`config.mk`:
```
export PLATFORM = sky130hd
export DESIGN_NAME = vtas_seq
export DESIGN_NICKNAME = d
export VERILOG_FILES = /design/src/rtl/vtas_pkg.sv /design/src/rtl/vtas_btn_hold.sv /design/src/rtl/vtas_seq.sv
export SDC_FILE = /design/constraint.sdc
export NUM_CORES = 1
export LEC_CHECK = 0
export BUFFER_PORTS_ARGS = -buffer_cell sky130_fd_sc_hd__clkbuf_2
export CAP_MARGIN = 10
export CORE_MARGIN = 2
export CORE_UTILIZATION = 40
export CTS_BUF_LIST = sky130_fd_sc_hd__clkbuf_4 sky130_fd_sc_hd__clkbuf_8
export DETAILED_ROUTE_END_ITERATION = 10
export PLACE_DENSITY = 0.6
export SYNTH_ARGS = -nofsm -noshare
export SYNTH_HDL_FRONTEND = slang
export SYNTH_SLANG_ARGS = --single-unit
```
`constraint.sdc`:
```
create_clock -name sys_clk -period 5.66 [get_ports sys_clk]
set_input_delay 1.132 -clock sys_clk [delete_from_list [all_inputs] [get_ports sys_clk]]
set_output_delay 1.132 -clock sys_clk [all_outputs]
set_load 0.01 [all_outputs]
```
`src/rtl/vtas_pkg.sv`:
```
// Constants, types and step programs of the teach and autotune sequencer
package vtas_pkg;

  // Clock and tick
  localparam int CLK_MHZ  = 250;
  localparam int MS_CYC   = CLK_MHZ * 1000;

  // Button hold times and waits in seconds, then in ms ticks
  localparam real TEACH_S    = 1.5;
  localparam real CLEAR_S    = 2.5;
  localparam real ATM_S      = 2.5;
  localparam real SEL_S      = 0.5;
  localparam real IDLE_S     = 10.0;
  localparam real SOL_WAIT_S = 10.0;
  localparam real FB_TOUT_S  = 15.0;
  localparam int  TEACH_MS    = int'(TEACH_S * 1000.0);
  localparam int  CLEAR_MS    = int'(CLEAR_S * 1000.0);
  localparam int  ATM_MS      = int'(ATM_S * 1000.0);
  localparam int  SEL_MS      = int'(SEL_S * 1000.0);
  localparam int  IDLE_MS     = int'(IDLE_S * 1000.0);
  localparam int  SOL_WAIT_MS = int'(SOL_WAIT_S * 1000.0);
  localparam int  FB_TOUT_MS  = int'(FB_TOUT_S * 1000.0);

  // Blink half periods in ms and flash half-period count
  localparam int       FAST_MS      = 100;
  localparam int       SLOW_MS      = 500;
  localparam int       CHASE_MS     = 150;
  localparam bit [2:0] FLASH_HALVES = 3'h6;

  // Widths
  localparam int NBTN   = 3;
  localparam int POS_W  = 8;
  localparam int HOLD_W = 12;
  localparam int TMR_W  = 16;

  // Button combinations
  localparam bit [2:0] BTN_NONE = 3'h0;
  localparam bit [2:0] BTN_LOW  = 3'h1;
  localparam bit [2:0] BTN_HIGH = 3'h2;
  localparam bit [2:0] BTN_MID  = 3'h4;
  localparam bit [2:0] BTN_LH   = 3'h3;
  localparam bit [2:0] BTN_LM   = 3'h5;
  localparam bit [2:0] BTN_HM   = 3'h6;

  // Register byte offsets
  localparam bit [7:0] REG_CTRL     = 8'h00;
  localparam bit [7:0] REG_FIELD    = 8'h04;
  localparam bit [7:0] REG_STATUS   = 8'h08;
  localparam bit [7:0] REG_SLOT0    = 8'h0C;
  localparam bit [7:0] REG_SLOT1    = 8'h10;
  localparam bit [7:0] REG_SLOT2    = 8'h14;
  localparam bit [7:0] REG_IRQ_STAT = 8'h18;
  localparam bit [7:0] REG_IRQ_EN   = 8'h1C;
  localparam bit [7:0] REG_IRQ_CLR  = 8'h20;

  // Reset values and field positions
  localparam bit [POS_W-1:0] FIELD_RST = 8'h06;
  localparam int CTRL_ABORT = 0;
  localparam int NIRQ       = 5;
  localparam int IRQ_STORED = 0;
  localparam int IRQ_TFAULT = 1;
  localparam int IRQ_CLEAR  = 2;
  localparam int IRQ_DONE   = 3;
  localparam int IRQ_FAIL   = 4;

  typedef enum logic [2:0] {
    ST_NORMAL, ST_TEACH, ST_TFAULT, ST_ATM, ST_RUN
  } vtas_state_t;

  typedef enum logic [2:0] {
    OP_TEACH, OP_SOL, OP_WAIT, OP_FB, OP_DONE
  } vtas_op_t;

  typedef struct packed {
    vtas_op_t   op;
    logic [1:0] arg;
  } vtas_step_t;

  typedef struct packed {
    logic [2:0] slot;
    logic [2:0] fault;
  } vtas_led_t;

  typedef struct packed {
    vtas_state_t state;
    logic [2:0]  fn;
    logic [1:0]  sol;
    logic [2:0]  taught;
    logic [2:0]  fb;
  } vtas_status_t;

  // Step of autotune program fn; sol arg is {solenoid_two, solenoid_one}
  function automatic vtas_step_t vtas_prog(input logic [2:0] fn,
                                           input logic [3:0] idx);
    vtas_step_t s;
    s = '{OP_DONE, 2'h0};
    if (fn == 3'h4) begin
      case (idx)
        4'h0: s = '{OP_SOL, 2'h2};
        4'h1: s = '{OP_WAIT, 2'h0};
        4'h2: s = '{OP_TEACH, 2'h0};
        4'h3: s = '{OP_SOL, 2'h1};
        4'h4: s = '{OP_WAIT, 2'h0};
        4'h5: s = '{OP_TEACH, 2'h1};
        4'h6: s = '{OP_SOL, 2'h2};
        4'h7: s = '{OP_FB, 2'h0};
        4'h8: s = '{OP_SOL, 2'h0};
        default: s = '{OP_DONE, 2'h0};
      endcase
    end else begin
      case (idx)
        4'h0: s = '{OP_TEACH, (fn == 3'h2) ? 2'h1 : 2'h0};
        4'h1: s = '{OP_SOL, 2'h1};
        4'h2: s = '{OP_WAIT, 2'h0};
        4'h3: s = '{OP_TEACH, (fn == 3'h2) ? 2'h0 : 2'h1};
        4'h4: s = '{OP_SOL, 2'h0};
        4'h5: s = '{OP_FB, (fn == 3'h2) ? 2'h1 : 2'h0};
        4'h6: s = (fn == 3'h3) ? '{OP_SOL, 2'h2} : '{OP_DONE, 2'h0};
        4'h7: s = '{OP_WAIT, 2'h0};
        4'h8: s = '{OP_TEACH, 2'h2};
        4'h9: s = '{OP_SOL, 2'h0};
        4'hA: s = '{OP_FB, 2'h0};
        default: s = '{OP_DONE, 2'h0};
      endcase
    end
    return s;
  endfunction : vtas_prog

endpackage : vtas_pkg

```
`src/rtl/vtas_btn_hold.sv`:
```
// Button synchroniser and hold-time meter of the teach sequencer
`timescale 1ns/1ps
`default_nettype none
module vtas_btn_hold
  import vtas_pkg::*;
(
  input  wire logic              sys_clk,
  input  wire logic              rstn,
  input  wire logic              ms_tick,
  input  wire logic [NBTN-1:0]   btn_pin,
  output logic      [NBTN-1:0]   combo,
  output logic      [HOLD_W-1:0] hold_ms,
  output logic                   press
);

  logic [NBTN-1:0]   meta_r;
  logic [NBTN-1:0]   sync_r;
  logic [NBTN-1:0]   combo_r;
  logic [NBTN-1:0]   combo_nxt;
  logic [HOLD_W-1:0] hold_r;
  logic [HOLD_W-1:0] hold_nxt;
  logic              press_nxt;
  logic              press_r;

  ////////////////////////////////////////////////////////////////////////
  // Two-stage synchronisers, one per button
  for (genvar i = 0; i < NBTN; i++) begin : g_sync
    always_ff @(posedge sys_clk or negedge rstn) begin
      if (!rstn) begin
        meta_r[i] <= 1'b0;
        sync_r[i] <= 1'b0;
      end else begin
        meta_r[i] <= btn_pin[i];
        sync_r[i] <= meta_r[i];
      end
    end
  end

  ////////////////////////////////////////////////////////////////////////
  // Hold time restarts whenever the combination changes
  always_comb begin
    combo_nxt = sync_r;
    press_nxt = (sync_r != combo_r) && (sync_r != BTN_NONE);
    hold_nxt  = hold_r;
    if (sync_r != combo_r) begin
      hold_nxt = '0;
    end else if (ms_tick && (hold_r != '1)) begin
      hold_nxt = hold_r + 1'b1;
    end
  end

  // Registers of the meter
  always_ff @(posedge sys_clk or negedge rstn) begin
    if (!rstn) begin
      combo_r <= '0;
      hold_r  <= '0;
      press_r <= 1'b0;
    end else begin
      combo_r <= combo_nxt;
      hold_r  <= hold_nxt;
      press_r <= press_nxt;
    end
  end

  assign combo   = combo_r;
  assign hold_ms = hold_r;
  assign press   = press_r;

endmodule : vtas_btn_hold
`default_nettype wire

```
`src/rtl/vtas_seq.sv`:
```
// Teach and autotune sequencer of a valve control head, APB registers
//
// Decided for this implementation: the APB slave port and the address map.
`timescale 1ns/1ps
`default_nettype none
module vtas_seq
  import vtas_pkg::*;
#(
  parameter int TICK_CYC     = MS_CYC,
  parameter int IDLE_TMO     = IDLE_MS,
  parameter int SOL_WAIT_TMO = SOL_WAIT_MS,
  parameter int FB_TMO       = FB_TOUT_MS
) (
  input  wire logic             sys_clk,
  input  wire logic             rstn,
  input  wire logic             psel,
  input  wire logic             penable,
  input  wire logic             pwrite,
  input  wire logic [7:0]       paddr,
  input  wire logic [31:0]      pwdata,
  output logic      [31:0]      prdata,
  output logic                  pready,
  output logic                  pslverr,
  input  wire logic             teach_button_low,
  input  wire logic             teach_button_high,
  input  wire logic             teach_button_middle,
  input  wire logic [POS_W-1:0] pos_value,
  input  wire logic             pos_in_range,
  output logic                  solenoid_one,
  output logic                  solenoid_two,
  output logic                  position_one_feedback,
  output logic                  position_two_feedback,
  output logic                  position_three_feedback,
  output vtas_led_t             led,
  output logic                  irq
);

  // Ms tick and blink
  logic [31:0]       tick_cnt_r, tick_cnt_nxt;
  logic              tick_r, tick_nxt;
  logic [TMR_W-1:0]  slow_ms_r, slow_ms_nxt;
  logic              slow_r, slow_nxt;
  logic [TMR_W-1:0]  chase_ms_r, chase_ms_nxt;
  logic [1:0]        chase_r, chase_nxt;
  // Buttons
  logic [2:0]        combo;
  logic [HOLD_W-1:0] hold_ms;
  logic              press;
  // Sequencer
  vtas_state_t       st_r, st_nxt;
  logic [2:0]        fn_r, fn_nxt;
  logic [3:0]        step_r, step_nxt;
  logic [TMR_W-1:0]  tmr_r, tmr_nxt;
  logic [2:0]        flc_r, flc_nxt;
  logic [1:0]        tslot_r, tslot_nxt;
  logic [POS_W-1:0]  slot_r [3];
  logic [POS_W-1:0]  slot_nxt [3];
  logic [2:0]        taught_r, taught_nxt;
  logic [2:0]        mask_r, mask_nxt;
  logic [1:0]        sol_r, sol_nxt;
  logic [2:0]        fb_r, fb_nxt;
  vtas_led_t         led_r, led_nxt;
  logic [NIRQ-1:0]   evt;
  vtas_step_t        stp;
  // Registers
  logic [POS_W-1:0]  field_r, field_nxt;
  logic [NIRQ-1:0]   irq_st_r, irq_st_nxt;
  logic [NIRQ-1:0]   irq_en_r, irq_en_nxt;
  logic              abort_r, abort_nxt;
  logic [31:0]       prdata_r, prdata_nxt;
  logic              pslverr_r, pslverr_nxt;
  vtas_status_t      status;

  // Exact combination reaching its hold time this tick
  function automatic logic hit(input logic [2:0] want,
                               input int         ms);
    return (combo == want) && tick_r &&
           (hold_ms == HOLD_W'(ms - 1));
  endfunction : hit

  // Mapped register offsets
  function automatic logic reg_ok(input logic [7:0] a);
    return (a == REG_CTRL) || (a == REG_FIELD) || (a == REG_STATUS) ||
           (a == REG_SLOT0) || (a == REG_SLOT1) || (a == REG_SLOT2) ||
           (a == REG_IRQ_STAT) || (a == REG_IRQ_EN) ||
           (a == REG_IRQ_CLR);
  endfunction : reg_ok

  vtas_btn_hold u_hold (
    .sys_clk (sys_clk),
    .rstn    (rstn),
    .ms_tick (tick_r),
    .btn_pin ({teach_button_middle, teach_button_high, teach_button_low}),
    .combo   (combo),
    .hold_ms (hold_ms),
    .press   (press)
  );

  ////////////////////////////////////////////////////////////////////////
  // Millisecond tick, slow blink and running light
  always_comb begin
    tick_nxt     = (tick_cnt_r == 32'(TICK_CYC - 1));
    tick_cnt_nxt = tick_nxt ? '0 : tick_cnt_r + 1'b1;
    slow_ms_nxt  = slow_ms_r;
    slow_nxt     = slow_r;
    chase_ms_nxt = chase_ms_r;
    chase_nxt    = chase_r;
    if (tick_r) begin
      slow_ms_nxt  = slow_ms_r + 1'b1;
      chase_ms_nxt = chase_ms_r + 1'b1;
      if (slow_ms_r == TMR_W'(SLOW_MS - 1)) begin
        slow_ms_nxt = '0;
        slow_nxt    = !slow_r;
      end
      if (chase_ms_r == TMR_W'(CHASE_MS - 1)) begin
        chase_ms_nxt = '0;
        chase_nxt    = (chase_r == 2'h2) ? 2'h0 : chase_r + 1'b1;
      end
    end
  end

  // Tick and blink registers
  always_ff @(posedge sys_clk or negedge rstn) begin
    if (!rstn) begin
      tick_cnt_r <= '0;
      tick_r     <= 1'b0;
      slow_ms_r  <= '0;
      slow_r     <= 1'b0;
      chase_ms_r <= '0;
      chase_r    <= 2'h0;
    end else begin
      tick_cnt_r <= tick_cnt_nxt;
      tick_r     <= tick_nxt;
      slow_ms_r  <= slow_ms_nxt;
      slow_r     <= slow_nxt;
      chase_ms_r <= chase_ms_nxt;
      chase_r    <= chase_nxt;
    end
  end

  ////////////////////////////////////////////////////////////////////////
  // Sequencer next state
  always_comb begin
    st_nxt     = st_r;
    fn_nxt     = fn_r;
    step_nxt   = step_r;
    tmr_nxt    = tick_r ? tmr_r + 1'b1 : tmr_r;
    flc_nxt    = flc_r;
    tslot_nxt  = tslot_r;
    slot_nxt   = slot_r;
    taught_nxt = taught_r;
    mask_nxt   = mask_r;
    sol_nxt    = sol_r;
    evt        = '0;
    stp        = vtas_prog(fn_r, step_r);
    case (st_r)
      ST_NORMAL: begin
        tmr_nxt = '0;
        flc_nxt = '0;
        // exact hold; any slot, any position
        if (hit(BTN_LOW, TEACH_MS)) begin
          st_nxt    = ST_TEACH;
          tslot_nxt = 2'h0;
        end else if (hit(BTN_HIGH, TEACH_MS)) begin
          st_nxt    = ST_TEACH;
          tslot_nxt = 2'h1;
        end else if (hit(BTN_MID, TEACH_MS)) begin
          st_nxt    = ST_TEACH;
          tslot_nxt = 2'h2;
        end else if (hit(BTN_LH, CLEAR_MS)) begin
          taught_nxt     = '0;
          evt[IRQ_CLEAR] = 1'b1;
        end else if (hit(BTN_HM, ATM_MS)) begin
          st_nxt = ST_ATM;
        end
      end
      ST_TEACH, ST_TFAULT: begin
        // three fast flashes before the outcome
        if (tick_r && (tmr_r == TMR_W'(FAST_MS - 1))) begin
          tmr_nxt = '0;
          flc_nxt = flc_r + 1'b1;
        end
        if (flc_r == FLASH_HALVES) begin
          flc_nxt = '0;
          tmr_nxt = '0;
          st_nxt  = ST_NORMAL;
          // out of range is flagged, nothing stored
          if (st_r == ST_TEACH && !pos_in_range) begin
            st_nxt          = ST_TFAULT;
            evt[IRQ_TFAULT] = 1'b1;
          end else if (st_r == ST_TEACH) begin
            slot_nxt[tslot_r] = pos_value;
            taught_nxt[tslot_r] = 1'b1;
            evt[IRQ_STORED]     = 1'b1;
          end
        end
      end
      ST_ATM: begin
        // leave when nothing starts in time
        if (tick_r && (tmr_r == TMR_W'(IDLE_TMO - 1))) begin
          st_nxt = ST_NORMAL;
        end else if ((combo != BTN_NONE) && hit(combo, SEL_MS)) begin
          fn_nxt   = (combo == BTN_LOW)  ? 3'h1 :
                     (combo == BTN_HIGH) ? 3'h2 :
                     (combo == BTN_MID)  ? 3'h3 :
                     (combo == BTN_LH)   ? 3'h4 :
                     (combo == BTN_LM)   ? 3'h5 : 3'h6;
          step_nxt = '0;
          tmr_nxt  = '0;
          mask_nxt = '0;
          st_nxt   = (combo == BTN_LM || combo == BTN_HM) ?
                     ST_NORMAL : ST_RUN;
        end
      end
      ST_RUN: begin
        case (stp.op)
          OP_TEACH: begin
            slot_nxt[stp.arg]   = pos_value;
            taught_nxt[stp.arg] = 1'b1;
            mask_nxt[stp.arg]   = 1'b1;
            step_nxt            = step_r + 1'b1;
            tmr_nxt             = '0;
          end
          OP_SOL: begin
            sol_nxt  = stp.arg;
            step_nxt = step_r + 1'b1;
            tmr_nxt  = '0;
          end
          OP_WAIT: begin
            if (tick_r && (tmr_r == TMR_W'(SOL_WAIT_TMO - 1))) begin
              step_nxt = step_r + 1'b1;
              tmr_nxt  = '0;
            end
          end
          OP_FB: begin
            if (fb_r[stp.arg]) begin
              step_nxt = step_r + 1'b1;
              tmr_nxt  = '0;
            end
          end
          default: begin
            sol_nxt       = 2'h0;
            st_nxt        = ST_NORMAL;
            evt[IRQ_DONE] = 1'b1;
          end
        endcase
        // failure, timeout or abort erases this run
        if ((stp.op == OP_TEACH && !pos_in_range) || press || abort_r ||
            (stp.op == OP_FB && !fb_r[stp.arg] && tick_r &&
             tmr_r == TMR_W'(FB_TMO - 1))) begin
          taught_nxt    = taught_r & ~mask_r;
          slot_nxt      = slot_r;
          sol_nxt       = 2'h0;
          step_nxt      = '0;
          st_nxt        = ST_NORMAL;
          evt[IRQ_DONE] = 1'b0;
          evt[IRQ_FAIL] = 1'b1;
        end
      end
      default: st_nxt = ST_NORMAL;
    endcase
  end

  // Slot feedback and LED patterns
  always_comb begin
    led_nxt = '0;
    for (int i = 0; i < 3; i++) begin
      // window around taught slot, only in range
      fb_nxt[i] = pos_in_range && taught_nxt[i] &&
                  ((pos_value >= slot_nxt[i]) ?
                   (pos_value - slot_nxt[i] <= field_r) :
                   (slot_nxt[i] - pos_value <= field_r));
      // steady or slow at position, untaught blinks fault
      led_nxt.slot[i]  = fb_r[i] && ((i != 2) || slow_r);
      led_nxt.fault[i] = pos_in_range && !taught_r[i] && slow_r;
    end
    if (st_r == ST_TEACH) begin
      led_nxt.slot[tslot_r] = !flc_r[0] && (flc_r != FLASH_HALVES);
    end else if (st_r == ST_TFAULT) begin
      // LED three flashes in fault colour
      led_nxt.fault[2] = !flc_r[0] && (flc_r != FLASH_HALVES);
    end else if (st_r == ST_ATM) begin
      // all on, running light while a press is held
      led_nxt.fault = '0;
      led_nxt.slot  = (combo == BTN_NONE) ? 3'h7 : 3'(3'h1 << chase_r);
    end
  end

  // Sequencer registers
  always_ff @(posedge sys_clk or negedge rstn) begin
    if (!rstn) begin
      st_r     <= ST_NORMAL;
      fn_r     <= 3'h0;
      step_r   <= 4'h0;
      tmr_r    <= '0;
      flc_r    <= 3'h0;
      tslot_r  <= 2'h0;
      slot_r   <= '{default: '0};
      taught_r <= 3'h0;
      mask_r   <= 3'h0;
      sol_r    <= 2'h0;
      fb_r     <= 3'h0;
      led_r    <= '0;
    end else begin
      st_r     <= st_nxt;
      fn_r     <= fn_nxt;
      step_r   <= step_nxt;
      tmr_r    <= tmr_nxt;
      flc_r    <= flc_nxt;
      tslot_r  <= tslot_nxt;
      slot_r   <= slot_nxt;
      taught_r <= taught_nxt;
      mask_r   <= mask_nxt;
      sol_r    <= sol_nxt;
      fb_r     <= fb_nxt;
      led_r    <= led_nxt;
    end
  end

  ////////////////////////////////////////////////////////////////////////
  // APB slave, zero wait state; read data sampled in setup phase
  assign status = '{st_r, fn_r, sol_r, taught_r, fb_r};

  always_comb begin
    field_nxt   = field_r;
    irq_en_nxt  = irq_en_r;
    abort_nxt   = 1'b0;
    irq_st_nxt  = irq_st_r;
    prdata_nxt  = prdata_r;
    pslverr_nxt = 1'b0;
    if (psel && !penable) begin
      pslverr_nxt = !reg_ok(paddr);
      if (pwrite) begin
        prdata_nxt = '0;
      end else if (paddr == REG_FIELD) begin
        prdata_nxt = 32'(field_r);
      end else if (paddr == REG_STATUS) begin
        prdata_nxt = 32'(status);
      end else if (paddr == REG_SLOT0) begin
        prdata_nxt = 32'(slot_r[0]);
      end else if (paddr == REG_SLOT1) begin
        prdata_nxt = 32'(slot_r[1]);
      end else if (paddr == REG_SLOT2) begin
        prdata_nxt = 32'(slot_r[2]);
      end else if (paddr == REG_IRQ_STAT) begin
        prdata_nxt = 32'(irq_st_r);
      end else if (paddr == REG_IRQ_EN) begin
        prdata_nxt = 32'(irq_en_r);
      end else begin
        prdata_nxt = '0;
      end
    end else if (psel && penable) begin
      pslverr_nxt = pslverr_r;
    end
    if (psel && penable && pwrite) begin
      if (paddr == REG_CTRL) begin
        abort_nxt = pwdata[CTRL_ABORT];
      end else if (paddr == REG_FIELD) begin
        field_nxt = pwdata[POS_W-1:0];
      end else if (paddr == REG_IRQ_EN) begin
        irq_en_nxt = pwdata[NIRQ-1:0];
      end else if (paddr == REG_IRQ_CLR) begin
        irq_st_nxt = irq_st_r & ~pwdata[NIRQ-1:0];
      end
    end
    // New events win over a clear in the same cycle
    irq_st_nxt = irq_st_nxt | evt;
  end

  // Register file
  always_ff @(posedge sys_clk or negedge rstn) begin
    if (!rstn) begin
      field_r   <= FIELD_RST;
      irq_en_r  <= '0;
      irq_st_r  <= '0;
      abort_r   <= 1'b0;
      prdata_r  <= '0;
      pslverr_r <= 1'b0;
    end else begin
      field_r   <= field_nxt;
      irq_en_r  <= irq_en_nxt;
      irq_st_r  <= irq_st_nxt;
      abort_r   <= abort_nxt;
      prdata_r  <= prdata_nxt;
      pslverr_r <= pslverr_nxt;
    end
  end

  // Outputs
  assign prdata                  = prdata_r;
  assign pready                  = 1'b1;
  assign pslverr                 = pslverr_r & psel & penable;
  assign irq                     = |(irq_st_r & irq_en_r);
  assign solenoid_one            = sol_r[0];
  assign solenoid_two            = sol_r[1];
  assign position_one_feedback   = fb_r[0];
  assign position_two_feedback   = fb_r[1];
  assign position_three_feedback = fb_r[2];
  assign led                     = led_r;

endmodule : vtas_seq
`default_nettype wire

```
=== Yosys cells after proc, flatten, opt, wreduce, memory -nomap -nowiden ===
Memories as Yosys holds them, arrays and structs flattened.
Cells that the tools add are included.

* Bits in writable memories: 0
* Word-level logic and storage cells: 365
* Input port bits: 57
* Output and inout port bits: 46
* Bits in read-only memories: 80
* Latch bits: 0
* Memories: 1
* Bits in registers: 214

{| class="wikitable"
|+ Memories
! name !! depth !! bits a word !! rd ports !! clocked after memory_dff !! write ports !! line !! source
|-
| (no name shown) || 16 || 5 || 1 || 0 || 0 || vtas_pkg.sv:98 || <nowiki>case (idx)</nowiki>
|}

* Shifts and indexed selects: 1
* Bitwise logic cells: 16
* Reductions and logical operators: 92
* $lt $le $gt $ge: 17
* Multiplexer cells: 126
* Multipliers: 0
* Div/mod/pow operators: 0
* Add/subtract/negate cells: 14
* Equality and inequality tests: 62

{| class="wikitable"
|+ Operators by type and width
! operator !! number
|-
| $mux 16 || 9
|-
| $mux 24 || 5
|-
| $mux 3 || 32
|-
| $pmux 16 s4 || 1
|-
| $add 16x1->16 const B || 3
|-
| $bwmux 24 || 2
|-
| $le 8x8->1 || 6
|-
| $pmux 16 s3 || 1
|-
| $pmux 24 s2 || 1
|-
| $sub 8x8->8 || 6
|-
| $mux 5 || 9
|-
| $pmux 5 s9 || 1
|-
| $logic_and 1x1->1 || 42
|-
| $mux 14 || 3
|-
| $mux 8 || 5
|-
| $add 32x1->32 const B || 1
|-
| $demux 8 s2 || 2
|-
| $eq 16x14->1 const B || 2
|-
| $eq 32x18->1 const B || 1
|-
| $eq 8x5->1 const B || 4
|-
| $mux 32 || 1
|-
| $mux 2 || 13
|-
| $eq 3x2->1 const B || 8
|-
| $ge 8x8->1 || 3
|-
| 71 further kinds || 167
|}

=== Logic depth before layout (Yosys ltp) ===
Gate-level depths: netlist of run 1.

* Word-level depth: 17
* Mapped depth: 27
* Mapped depth without buffers: 26

=== Modules after synthesis ===
A second synthesis of run 1 with hierarchy kept.

* Cells, all modules: 1356
* Area total of the unflattened synthesis: 12851.1 µm²

{| class="wikitable"
|+ By module, submodules not included
! module !! instances !! sequential area each (µm²) !! cells each !! area an instance (µm²)
|-
| vtas_seq || 1 || 4356.7 || 1274 || 11862.6
|-
| vtas_btn_hold || 1 || 550.5 || 82 || 988.4
|}

=== Worst setup path before layout of run 1 ===
Ideal clock, no wire load.

* Path type: register to register
* Start point: reg step_r[0]
* End point: reg fb_r[2]
* Period minus slack after synthesis: 5051 ps
* Cell stages (with the launch flop): 27
* Arrival time: 4984 ps
* Slack: 609 ps
* Path through: dfrtp_1 -> inv_1 -> ha_1 -> clkbuf_1 -> and4bb_2 -> a211oi_1 -> or2_2 -> o211a_1 -> a21boi_1 -> a31oi_1 -> nor3_2 -> buf_4 -> mux2i_1 -> ha_1 -> inv_1 -> fa_1 -> a21o_1 -> a21oi_1 -> o21bai_1 -> a21oi_1 -> xnor2_1 -> ha_1 -> a21o_1 -> a21oi_1 -> o21ai_0 -> o21ai_0 -> o2111a_1

* Word-level cells in the longest chain between the ends: 17

{| class="wikitable"
|+ RTL lines
! element !! line !! source
|-
| start, declared || vtas_seq.sv:52 || <nowiki>logic [3:0] step_r, step_nxt;</nowiki>
|-
| start signal, assigned || vtas_seq.sv:307 || <nowiki>step_r <= step_nxt;</nowiki>
|-
| $eq 4x4->1 (tied with other cells) || vtas_pkg.sv:111 || <nowiki>case (idx)</nowiki>
|-
| $reduce_or 2->1 (no source line) || -- ||
|-
| $pmux 5 s9 || vtas_pkg.sv:111 ||
|-
| $mux 5 (*) || vtas_pkg.sv:97 || <nowiki>if (fn == 3'h4) begin</nowiki>
|-
| $not 2->3 (not written as such) or $bmux 1 s2 (tied branches) || vtas_seq.sv:218, vtas_seq.sv:249 ||
|-
| $ge 3x3->1 (not written as such) (tied with other cells) || vtas_seq.sv:218 || <nowiki>slot_nxt[stp.arg] = pos_value;</nowiki>
|-
| $logic_and 1x1->1 (not written as such) or $logic_not 1->1 (tied branches) || vtas_seq.sv:218, vtas_seq.sv:249 ||
|-
| $mux 8 (not written as such) or $logic_and 1x1->1 (tied branches) || vtas_seq.sv:218, vtas_seq.sv:249 ||
|-
| (+2 left out) || -- ||
|-
| $mux 24 or $logic_or 1x1->1 (tied branches) || vtas_seq.sv:216, vtas_seq.sv:248 ||
|-
| $mux 24 || vtas_seq.sv:248 || <nowiki>if ((stp.op == OP_TEACH && !pos_in_range) || press || abort_r ||</nowiki>
|-
| $pmux 24 s2 || vtas_seq.sv:156 || <nowiki>case (st_r)</nowiki>
|-
| $sub 8x8->8 (on tied branches) || vtas_seq.sv:272, vtas_seq.sv:271 ||
|-
| $le 8x8->1 (on tied branches) || vtas_seq.sv:272, vtas_seq.sv:271 ||
|-
| $mux 1 || vtas_seq.sv:270 || <nowiki>((pos_value >= slot_nxt[i]) ?</nowiki>
|-
| $logic_and 1x1->1 (*) || vtas_seq.sv:269 || <nowiki>fb_nxt[i] = pos_in_range && taught_nxt[i] &&</nowiki>
|-
| via fb_nxt[2] || vtas_seq.sv:61 || <nowiki>logic [2:0] fb_r, fb_nxt;</nowiki>
|-
| end signal, assigned || vtas_seq.sv:315 || <nowiki>fb_r <= fb_nxt;</nowiki>
|-
| end, declared || vtas_seq.sv:61 ||
|}

The timed path passes the listed nets; every way through them passes the cells marked *. The select of a mux whose other input is x is not followed.
A chain may end at the register's enable or synchronous reset.

=== Worst setup path in the final report of run 1 ===
Ends and elaborated chain as after synthesis.

==> results of run 1 <==
layout by cell type (no fill, tap or decap), drive strengths merged, types with 24 or more instances in the layout:
cell,synthesis,layout
a21o,29,29
a21oi,68,68
clkbuf,29,77
dfrtp,194,194
ha,101,101
inv,61,68
mux2,29,29
mux2i,24,24
nand2,111,111
nand2b,32,32
nand3,52,52
nand4,31,31
nor2,136,136
nor3,30,30
o21ai,71,71
xnor2,64,64
xor2,57,57
how the worst min path moves through the flow:
stage                                           from                             to  slack (ns)  cells after the start
final                     u_hold.meta_r[0]$_DFF_PN0_  u_hold.combo_nxt[0]$_DFF_PN0_        0.36                      0
after global routing      u_hold.meta_r[2]$_DFF_PN0_  u_hold.combo_nxt[2]$_DFF_PN0_        0.36                      0
after CTS                 u_hold.meta_r[0]$_DFF_PN0_  u_hold.combo_nxt[0]$_DFF_PN0_        0.36                      0
after detailed placement  u_hold.meta_r[0]$_DFF_PN0_  u_hold.combo_nxt[0]$_DFF_PN0_        0.34                      0
after global placement    u_hold.meta_r[0]$_DFF_PN0_  u_hold.combo_nxt[0]$_DFF_PN0_        0.34                      0
after floorplan           u_hold.meta_r[0]$_DFF_PN0_  u_hold.combo_nxt[0]$_DFF_PN0_        0.33                      0
logic make-up (layout without fill, tap and decap cells):
group                    count (synthesis)  in the layout  share of synthesized area, %
AO/OA/AOI/OAI                          280            280                          14.5
XOR/XNOR                               121            121                          8.23
adder cells (fa/ha/maj)                107            107                          10.8
buffers and inverters                  122            168                          4.34
flip-flops                             196            196                          38.1
multiplexers                            53             53                          4.40
other                                    2             20                        0.0583
AND/OR/NAND/NOR                        502            502                          19.6
registers in the layout (all words and copies together), names as in the netlist, 4 cells and up:
| signal | cells |
|---|---|
| tick_cnt_r | 32 |
| slot_r | 24 |
| led | 6 |
| irq_st_r | 5 |
| u_hold.hold_ms | 12 |
| field_r | 8 |
| slow_ms_r | 16 |
| tmr_r | 16 |
| step_r | 4 |
| chase_ms_r | 16 |
| prdata | 14 |
| irq_en_r | 5 |
layer usage:
layer,vias up,GRT usage (%)
met5,-,0
met4,0,5.06
met3,32,2.68
met2,260,31.9
met1,4959,26.7
li1,4978,-
timing repair:
item / CTS / global route
resized for setup: 0 / 6
endpoints found under the hold margin: 0 / 0
endpoints found under the setup margin: 0 / 2
where the power goes:
part	internal [mW]	switching (mW)	leakage, nW
clock	0.502	0.538	0.232
sequential	1.41	0.0204	2.61
combinational	0.144	0.215	3.55
area by class of cell:
type	count	area share [%]
Clock inverter	14	1.51
Timing Repair Buffer	75	3.11
Inverter	61	1.63
Clock buffer	18	1.72
Sequential cell	196	35.0
Multi-Input combinational cell	1082	53.4
Tap cell	402	3.58
Antenna cell	1	0.0178
stage by stage:
stage | power [mW] | setup slack (ns) | utilization (%)
floorplan | 1.70 | 0.609 | -
CTS | 2.86 | 0.242 | 44.2
finish | 2.83 | 0.403 | 44.4
detailed placement | 1.82 | 0.294 | 42.8
global placement | 1.81 | 0.316 | 42.8
global route | 2.97 | 0.0221 | 44.3
==> flow_metrics.env, run 1 <==
export IMPL_post_drt_wl_per_cell_um=17.2
export IMPL_clockBufferDepth=2
export IMPL_cp_top_family="compound AO/OA/AOI/OAI gates"
export IMPL_seq_area_um2=4910
export IMPL_post_cts_buffers=0
export IMPL_synth_most_common_cell="dfrtp_1"
export IMPL_routabilityCongestion=0.876
export IMPL_holdWs_ns=0.359
export IMPL_drv_slew=0
export IMPL_ys_types=75
export IMPL_finClkSkew_ns=0.0211
export IMPL_r2r_end="fb_r[2]$_DFF_PN0_"
export IMPL_cts_tree="built"
export IMPL_cap_violations=0
export IMPL_hpwl_um=23800
export IMPL_synth_area_um2=12900
export IMPL_power_density_nw_per_um2=202
export IMPL_drtPass1Iterations=6
export IMPL_multi_input_area_um2=7500
export IMPL_hold_viol=0
export IMPL_vias=10229
export IMPL_tightest_slew_ns=1.07
export IMPL_port_buffers=59
export IMPL_dieArea_um2=33600
export IMPL_post_place_cells=1816
export IMPL_cts_sinks=196
export IMPL_place_area_um2=13500
export IMPL_ff2ff_path_depth=25
export IMPL_setup_tns_ns=0
export IMPL_slew_headroom_pct=28.5
export IMPL_cts_buffers_inserted=17
export IMPL_top_layer="met4"
export IMPL_synth_edff_count=0
export IMPL_cpMostUsedCell="a21oi_1"
export IMPL_leakagePower_nw=6.39
export IMPL_design_area_um2=14000
export IMPL_rows=65
export IMPL_yosys_warnings=0
export IMPL_antenna_found_initial=1
export IMPL_clkTransAtPathRegs_ns=0.11
export IMPL_cts_htree_levels=4
export IMPL_synth_seq_cells=196
export IMPL_max_vdd_ir_drop_v=0.000195
export IMPL_cp_data_required_time_ns=6.07
export IMPL_rsz0062_at_grt="false"
export IMPL_netlist_instances=1383
export IMPL_min_period_ns=5.26
export IMPL_wl_met2_um=14700
export IMPL_max_freq_ghz=0.190
export IMPL_wirelength_um=31700
export IMPL_yosysTopAreaCellShare_pct=37.7
export IMPL_synthArstFlopShare_pct=100
export IMPL_path_buf_inv=3
export IMPL_grt_max_degree=96
export IMPL_startpoint_type="register"
export IMPL_crit_path_start="step_r[0]$_DFFE_PN0P_"
export IMPL_fillerInstances=3067
export IMPL_avgSynthCellArea_um2=9.31
export IMPL_synth_area_leaders="dfrtp_1, ha_1, xnor2_1"
export IMPL_vias_per_cell=5.53
export IMPL_yosys_area_top_type="dfrtp_1"
export IMPL_min_period_over_period_pct=92.9
export IMPL_drtIter0Drc=732
export IMPL_die_h_um=183
export IMPL_grt_pass1_wl_um=51900
export IMPL_cp_depth=25
export IMPL_core_area_um2=31600
export IMPL_ios=103
export IMPL_setup_viol=0
export IMPL_max_stage_delay_ns=0.43
export IMPL_wl_met1_um=15200
export IMPL_die_w_um=183
export IMPL_seq_area_frac_synth_pct=38.1
export IMPL_final_cells=1849
export IMPL_clk_insertion_delay_late_ns=0.48
export IMPL_ant_nets=0
export IMPL_syn_to_final_growth_pct=9.01
export IMPL_route_detailed_drc=0
export IMPL_path_class="reg -> reg"
export IMPL_synthTopCellsByCount="dfrtp_1, nor2_1, nand2_1, ha_1, o21ai_0"
export IMPL_crit_end="fb_r[2]$_DFF_PN0_"
export IMPL_synth_ff_type="dfrtp_1"
export IMPL_start_util_pct=40.7
export IMPL_cts_root_buf="clkbuf_8"
export IMPL_grt_overflow=0
export IMPL_r2r_start="step_r[0]$_DFFE_PN0P_"
export IMPL_crit_fanout=16
export IMPL_regToRegSetupSlack_ns=0.40
export IMPL_wl_met3_um=1220
export IMPL_hp_class="reg -> reg"
export IMPL_ctsHoldBuffers=0
export IMPL_first_global_vias=9850
export IMPL_crit_path_end_kind="register"
export IMPL_grtUsageTotal_pct=19.3
export IMPL_drive_gt1_share_pct=11.3
export IMPL_crit_arrival_ns=5.66
export IMPL_outcome="complete, no violations"
export IMPL_cpMaxStageDelayCell="dfrtp_1"
export IMPL_finalNetCount=1597
Note: power is estimated with default switching activity, not from simulation.
==> inputs of run 2 (changes only) <==
Settings changed: CORE_UTILIZATION 40 to 53, PLACE_DENSITY 0.6 to 0.75.
==> run 2 against run 1 <==
  * Sequential power is essentially flat
  * Via count grew 0.61%
  * Global-route usage grew 4.6 points
  * Clock power shrank 8%
  * Combinational power shrank 1%
  * Sequential share of layout area grew 0.30 points
  * Critical path depth is the same
  * Critical endpoint unchanged
  * Non-clock buffer count shrank 3
  * Largest power group unchanged
  * Critical path type unchanged
  * Register-to-register slack is essentially flat
  * Cell area shrank 0.85%
==> flow_metrics.env, run 2 (synthesis results as in run 1) <==
export IMPL_antenna_found_initial=1
export IMPL_r2r_end="fb_r[2]$_DFF_PN0_"
export IMPL_r2r_start="step_r[1]$_DFFE_PN0P_"
export IMPL_finClkSkew_ns=0.0280
export IMPL_grt_max_degree=126
export IMPL_post_cts_buffers=0
export IMPL_worstHoldStart="u_hold.meta_r[0]$_DFF_PN0_"
export IMPL_setup_viol=0
export IMPL_max_stage_delay_ns=0.44
export IMPL_rsz0062_at_grt="false"
export IMPL_drv_slew=0
export IMPL_largest_register_ff_count=32
export IMPL_cap_violations=0
export IMPL_grtUsageTotal_pct=23.9
export IMPL_leakagePower_nw=6.36
export IMPL_rows=57
export IMPL_ctsHoldBuffers=0
export IMPL_finalNetCount=1594
export IMPL_start_util_pct=53.4
export IMPL_top_layer="met4"
export IMPL_final_cells=1768
export IMPL_post_place_cells=1735
export IMPL_first_global_vias=9834
export IMPL_route_detailed_drc=0
export IMPL_slew_headroom_pct=28.0
export IMPL_drive_gt1_share_pct=11.3
export IMPL_max_freq_ghz=0.190
export IMPL_layout_common_cells="dfrtp_1, nor2_1, nand2_1, ha_1, o21ai_0"
export IMPL_clkTransAtPathRegs_ns=0.13
export IMPL_final_common_cell="dfrtp_1"
export IMPL_wl_met2_um=13800
export IMPL_cts_buffers_inserted=17
export IMPL_min_period_over_period_pct=93.1
export IMPL_crit_arrival_ns=5.68
export IMPL_routabilityCongestion=0.919
export IMPL_vias=10291
export IMPL_min_to="u_hold.combo_nxt[0]$_DFF_PN0_"
export IMPL_grt_pass1_wl_um=50100
export IMPL_drtPass1Iterations=8
export IMPL_path_class="reg -> reg"
export IMPL_hold_viol=0
export IMPL_cts_htree_levels=4
export IMPL_cpMaxStageDelayCell="dfrtp_1"
export IMPL_vias_per_cell=5.82
export IMPL_hold_depth=0
export IMPL_ios=103
export IMPL_max_vdd_ir_drop_v=0.000143
export IMPL_top_register="tick_cnt_r"
export IMPL_crit_fanout=16
export IMPL_clk_insertion_delay_late_ns=0.48
export IMPL_cpMostUsedCell="a21oi_1"
export IMPL_hp_class="reg -> reg"
export IMPL_drtIter0Drc=876
export IMPL_regToRegSetupSlack_ns=0.39
export IMPL_power_density_nw_per_um2=197
export IMPL_outcome="complete, no violations"
export IMPL_port_buffers=59
export IMPL_core_area_um2=24100
export IMPL_post_drt_wl_per_cell_um=17.0
export IMPL_min_period_ns=5.27
export IMPL_reg_top3="tick_cnt_r x32, slot_r x24"
export IMPL_cp_data_required_time_ns=6.07
export IMPL_wl_met3_um=1600
export IMPL_wirelength_um=30100
export IMPL_die_h_um=160
export IMPL_setup_tns_ns=0
export IMPL_die_w_um=160
export IMPL_clockBufferDepth=2
export IMPL_grt_overflow=0
export IMPL_tightest_slew_ns=1.08
export IMPL_ant_nets=0
export IMPL_cts_tree="built"
export IMPL_startpoint_type="register"
export IMPL_hpwl_um=22600
export IMPL_cts_root_buf="clkbuf_8"
export IMPL_wl_met1_um=13800
export IMPL_dieArea_um2=25500
export IMPL_ff2ff_path_depth=25
export IMPL_crit_path_end_kind="register"
export IMPL_cts_sinks=196
export IMPL_syn_to_final_growth_pct=8.09
## run 2: layer usage
metal	vias to the layer above	global-route usage, %
met4	0	8.80
met2	311	37.8
met1	4967	33.5
met3	46	3.82
met5	-	0
li1	4967	-
## run 2: worst max-delay path by stage
stage | startpoint | to | slack [ns] | cells past startpoint
2_1_floorplan | step_r[0]$_DFFE_PN0P_ | fb_r[2]$_DFF_PN0_ | 0.61 | 26
3_3_place_gp | step_r[1]$_DFFE_PN0P_ | fb_r[2]$_DFF_PN0_ | 0.32 | 25
3_5_place_dp | step_r[1]$_DFFE_PN0P_ | fb_r[2]$_DFF_PN0_ | 0.19 | 25
4_1_cts | step_r[1]$_DFFE_PN0P_ | fb_r[2]$_DFF_PN0_ | 0.12 | 25
5_1_grt | step_r[1]$_DFFE_PN0P_ | fb_r[2]$_DFF_PN0_ | 0.05 | 25
6_report | step_r[1]$_DFFE_PN0P_ | fb_r[2]$_DFF_PN0_ | 0.39 | 25
## run 2: final cells by class
cell class                 count  area (um^2)
clock buffer                  17          234
multi-input combinational   1082         7510
clock inverter                15          199
inverter                      61          229
tap                          324          405
sequential                   196         4910
timing repair buffer          72          427
fill                        2133        10200
antenna                        1         2.50
## run 2: repair_timing
| action | 4_1_cts | 5_1_grt |
|---|---|---|
| resized for setup | 0 | 8 |
| hold endpoints to repair | 0 | 0 |
| setup endpoints to repair | 0 | 2 |
## run 2: metrics by stage
step | area [um^2] | total power [mW] | util [%] | worst slack [ns] | hold slack, ns
after floorplan | 12900 | 1.70 | - | 0.609 | 0.331
after global placement | 13400 | 1.80 | 55.7 | 0.317 | 0.335
after detailed placement | 13400 | 1.81 | 55.7 | 0.189 | 0.339
after CTS | 13900 | 2.76 | 57.5 | 0.123 | 0.369
after global routing | 13900 | 2.87 | 57.7 | 0.0543 | 0.387
final | 13900 | 2.74 | 57.7 | 0.388 | 0.368
## run 2: critical path: cells and delay by family (launching register included)
family,cells,cell delay (ns)
mux,1,0.21
simple gates,3,0.61
xor+xnor,1,0.15
compound gates,13,2.24
fa+ha+maj,4,1.11
flops,1,0.44
buf+inv,3,0.41
## run 2: power breakdown
part	total, mW	switching [mW]	internal [mW]
Combinational	0.355	0.211	0.144
Clock	0.952	0.603	0.349
Sequential	1.43	0.0197	1.41
Total	2.74	0.833	1.91
==> inputs of run 3 (changes only) <==
Settings changed: CELL_PAD_IN_SITES_DETAIL_PLACEMENT set to 2, CELL_PAD_IN_SITES_GLOBAL_PLACEMENT set to 2, CORE_UTILIZATION 53 to 40, PLACE_DENSITY 0.75 to 0.86, TNS_END_PERCENT set to 1.
==> run 3 against run 2 <==
  * The run now ends with negative setup slack left
  * First-iteration DRC count down 4.8%
  * Die area up 32%
  * Combinational power up 12%
  * Sequential share of layout area down 0.61 points
  * Worst setup slack worse by 0.48 ns
  * Sequential power about the same
  * Non-clock buffer count up 19
  * Hold slack worse by 0.0042 ns
  * Register-to-register slack worse by 0.48 ns
  * Highest routed layer unchanged
==> flow_metrics.env, run 3 (synthesis results as in run 1) <==
export IMPL_crit_arrival_ns=6.21
export IMPL_setup_viol=1
export IMPL_drtIter0Drc=834
export IMPL_power_density_nw_per_um2=198
export IMPL_largest_register_ff_count=32
export IMPL_drtPass1Iterations=6
export IMPL_leakagePower_nw=6.46
export IMPL_hold_viol=0
export IMPL_cts_sinks=196
export IMPL_antenna_found_initial=0
export IMPL_layout_common_cells="dfrtp_1, nor2_1, nand2_1, ha_1, o21ai_0"
export IMPL_cp_data_required_time_ns=6.12
export IMPL_port_buffers=59
export IMPL_drv_slew=0
export IMPL_clockBufferDepth=2
export IMPL_top_register="tick_cnt_r"
export IMPL_setup_ws_ns=-0.0952
export IMPL_place_ws_ns=-0.203
export IMPL_min_period_over_period_pct=102
export IMPL_wirelength_um=46600
export IMPL_hp_class="reg -> reg"
export IMPL_p_seq_share_pct=51.1
export IMPL_crit_path_end_kind="register"
export IMPL_core_area_um2=31600
export IMPL_reg_top3="tick_cnt_r x32, slot_r x24"
export IMPL_violations="negative setup slack"
export IMPL_power_frac_clock_pct=34.8
export IMPL_min_period_ns=5.76
export IMPL_ios=103
export IMPL_clkTransAtPathRegs_ns=0.12
export IMPL_startpoint_type="register"
export IMPL_cts_htree_levels=4
export IMPL_grt_overflow=0
export IMPL_cts_buffers_inserted=17
export IMPL_path_class="reg -> reg"
export IMPL_rows=65
export IMPL_ctsHoldBuffers=0
export IMPL_max_freq_ghz=0.174
export IMPL_crit_fanout=9
export IMPL_drive_gt1_share_pct=13.4
export IMPL_cap_violations=0
export IMPL_start_util_pct=40.7
export IMPL_die_w_um=183
export IMPL_final_common_cell="dfrtp_1"
export IMPL_final_cells=1864
export IMPL_p_comb_share_pct=14.1
export IMPL_finClkSkew_ns=0.0244
export IMPL_dieArea_um2=33600
export IMPL_grt_pass1_wl_um=70200
export IMPL_cts_tree="built"
export IMPL_place_area_um2=13600
export IMPL_n_antenna_cell=0
export IMPL_vias=11219
export IMPL_routabilityCongestion=0.888
export IMPL_finalNetCount=1613
export IMPL_post_drt_wl_per_cell_um=25.0
export IMPL_first_global_vias=12266
export IMPL_switching_share_pct=31.0
export IMPL_die_h_um=183
export IMPL_p_int_mw=1.94
export IMPL_grtUsageTotal_pct=26.9
export IMPL_max_vdd_ir_drop_v=0.000152
export IMPL_slew_headroom_pct=24.5
export IMPL_clk_insertion_delay_late_ns=0.52
export IMPL_cts_root_buf="clkbuf_8"
export IMPL_post_place_cells=1818
export IMPL_hpwl_um=31900
export IMPL_design_area_um2=14200
export IMPL_tightest_slew_ns=1.13
export IMPL_outcome="finished, violations left"
export IMPL_grt_max_degree=113
export IMPL_syn_to_final_growth_pct=10.1
export IMPL_p_switching_uw=872
export IMPL_vias_per_cell=6.02
export IMPL_route_detailed_drc=0
export IMPL_ant_nets=0
run 3: cell types whose count changed in the layout (fill, tap and decap cells not counted), sizes merged:
cell and change:
buf +18, bufinv +1, clkbuf +2, clkinv -2, clkinvlp -1, diode -1
inv +1
run 3: worst paths after layout:
kind | from | endpoint | cells past startpoint | slack (ns)
worst max-delay path | step_r[1]$_DFFE_PN0P_ | fb_r[2]$_DFF_PN0_ | 25 | -0.1
min in group asynchronous | rstn | chase_ms_r[6]$_DFFE_PN0P_ | 1 | 0.73
max in group asynchronous | rstn | step_r[1]$_DFFE_PN0P_ | 2 | 3.59
worst max register to register | step_r[1]$_DFFE_PN0P_ | fb_r[2]$_DFF_PN0_ | 25 | -0.1
worst min-delay path | u_hold.meta_r[0]$_DFF_PN0_ | u_hold.combo_nxt[0]$_DFF_PN0_ | 0 | 0.36
worst min register to register | u_hold.meta_r[0]$_DFF_PN0_ | u_hold.combo_nxt[0]$_DFF_PN0_ | 0 | 0.36
run 3: what timing repair did:
| action | CTS | global route |
|---|---|---|
| gates resized for setup | 4 | 21 |
| buffers inserted | 0 | 13 |
| endpoints found under the setup margin | 1 | 3 |
| pin swaps | 0 | 6 |
run 3: worst max-delay path, cell delays in order, from the launching register on:
cell and delay [ns]:
dfrtp_2 0.45, inv_2 0.10, ha_4 0.20, nor4b_1 0.35, nor3_1 0.13, o31ai_1 0.34, buf_4 0.24, and2_1 0.20
a31oi_1 0.12, nor3_2 0.41, buf_12 0.19, mux2i_1 0.19, ha_1 0.17, inv_1 0.06, fa_1 0.43, a21o_1 0.22
a21oi_2 0.21, o21bai_1 0.11, a21oi_1 0.18, xnor2_1 0.14, ha_1 0.28, a21o_1 0.19, a21oi_1 0.18, o21ai_0 0.15
o21ai_0 0.17, o2111a_1 0.26
run 3: metrics by stage:
stage,hold WS [ns],utilization (%),power (mW),TNS (ns)
CTS,0.360,44.2,2.81,0
global placement,0.336,42.9,1.82,0
detailed placement,0.338,42.9,1.84,-0.203
global route,0.369,44.8,2.92,-0.645
finish,0.364,44.8,2.81,-0.0952
floorplan,0.331,-,1.70,0
run 3: power groups by stage:
stage / logic (mW) / clock network [mW] / registers [mW]
global placement: 0.355 / 0 / 1.46
CTS: 0.386 / 0.990 / 1.43
finish: 0.397 / 0.978 / 1.43
floorplan: 0.247 / 0 / 1.45
detailed placement: 0.380 / 0 / 1.46
global route: 0.440 / 1.04 / 1.44
run 3: final cells by class:
type / count / area [um^2]
Clock inverter: 14 / 163
Sequential cell: 196 / 4910
Inverter: 61 / 229
Multi-Input combinational cell: 1082 / 7560
Fill cell: 3420 / 17500
Clock buffer: 18 / 241
Timing Repair Buffer: 91 / 563
Tap cell: 402 / 503
run 3: metal layers:
| layer | global-route usage [%] | wire length, um |
|---|---|---|
| met3 | 4.59 | 1940 |
| met4 | 11.6 | 2110 |
| met1 | 32.5 | 19300 |
| met2 | 47.0 | 23300 |
| met5 | 0 | 0 |
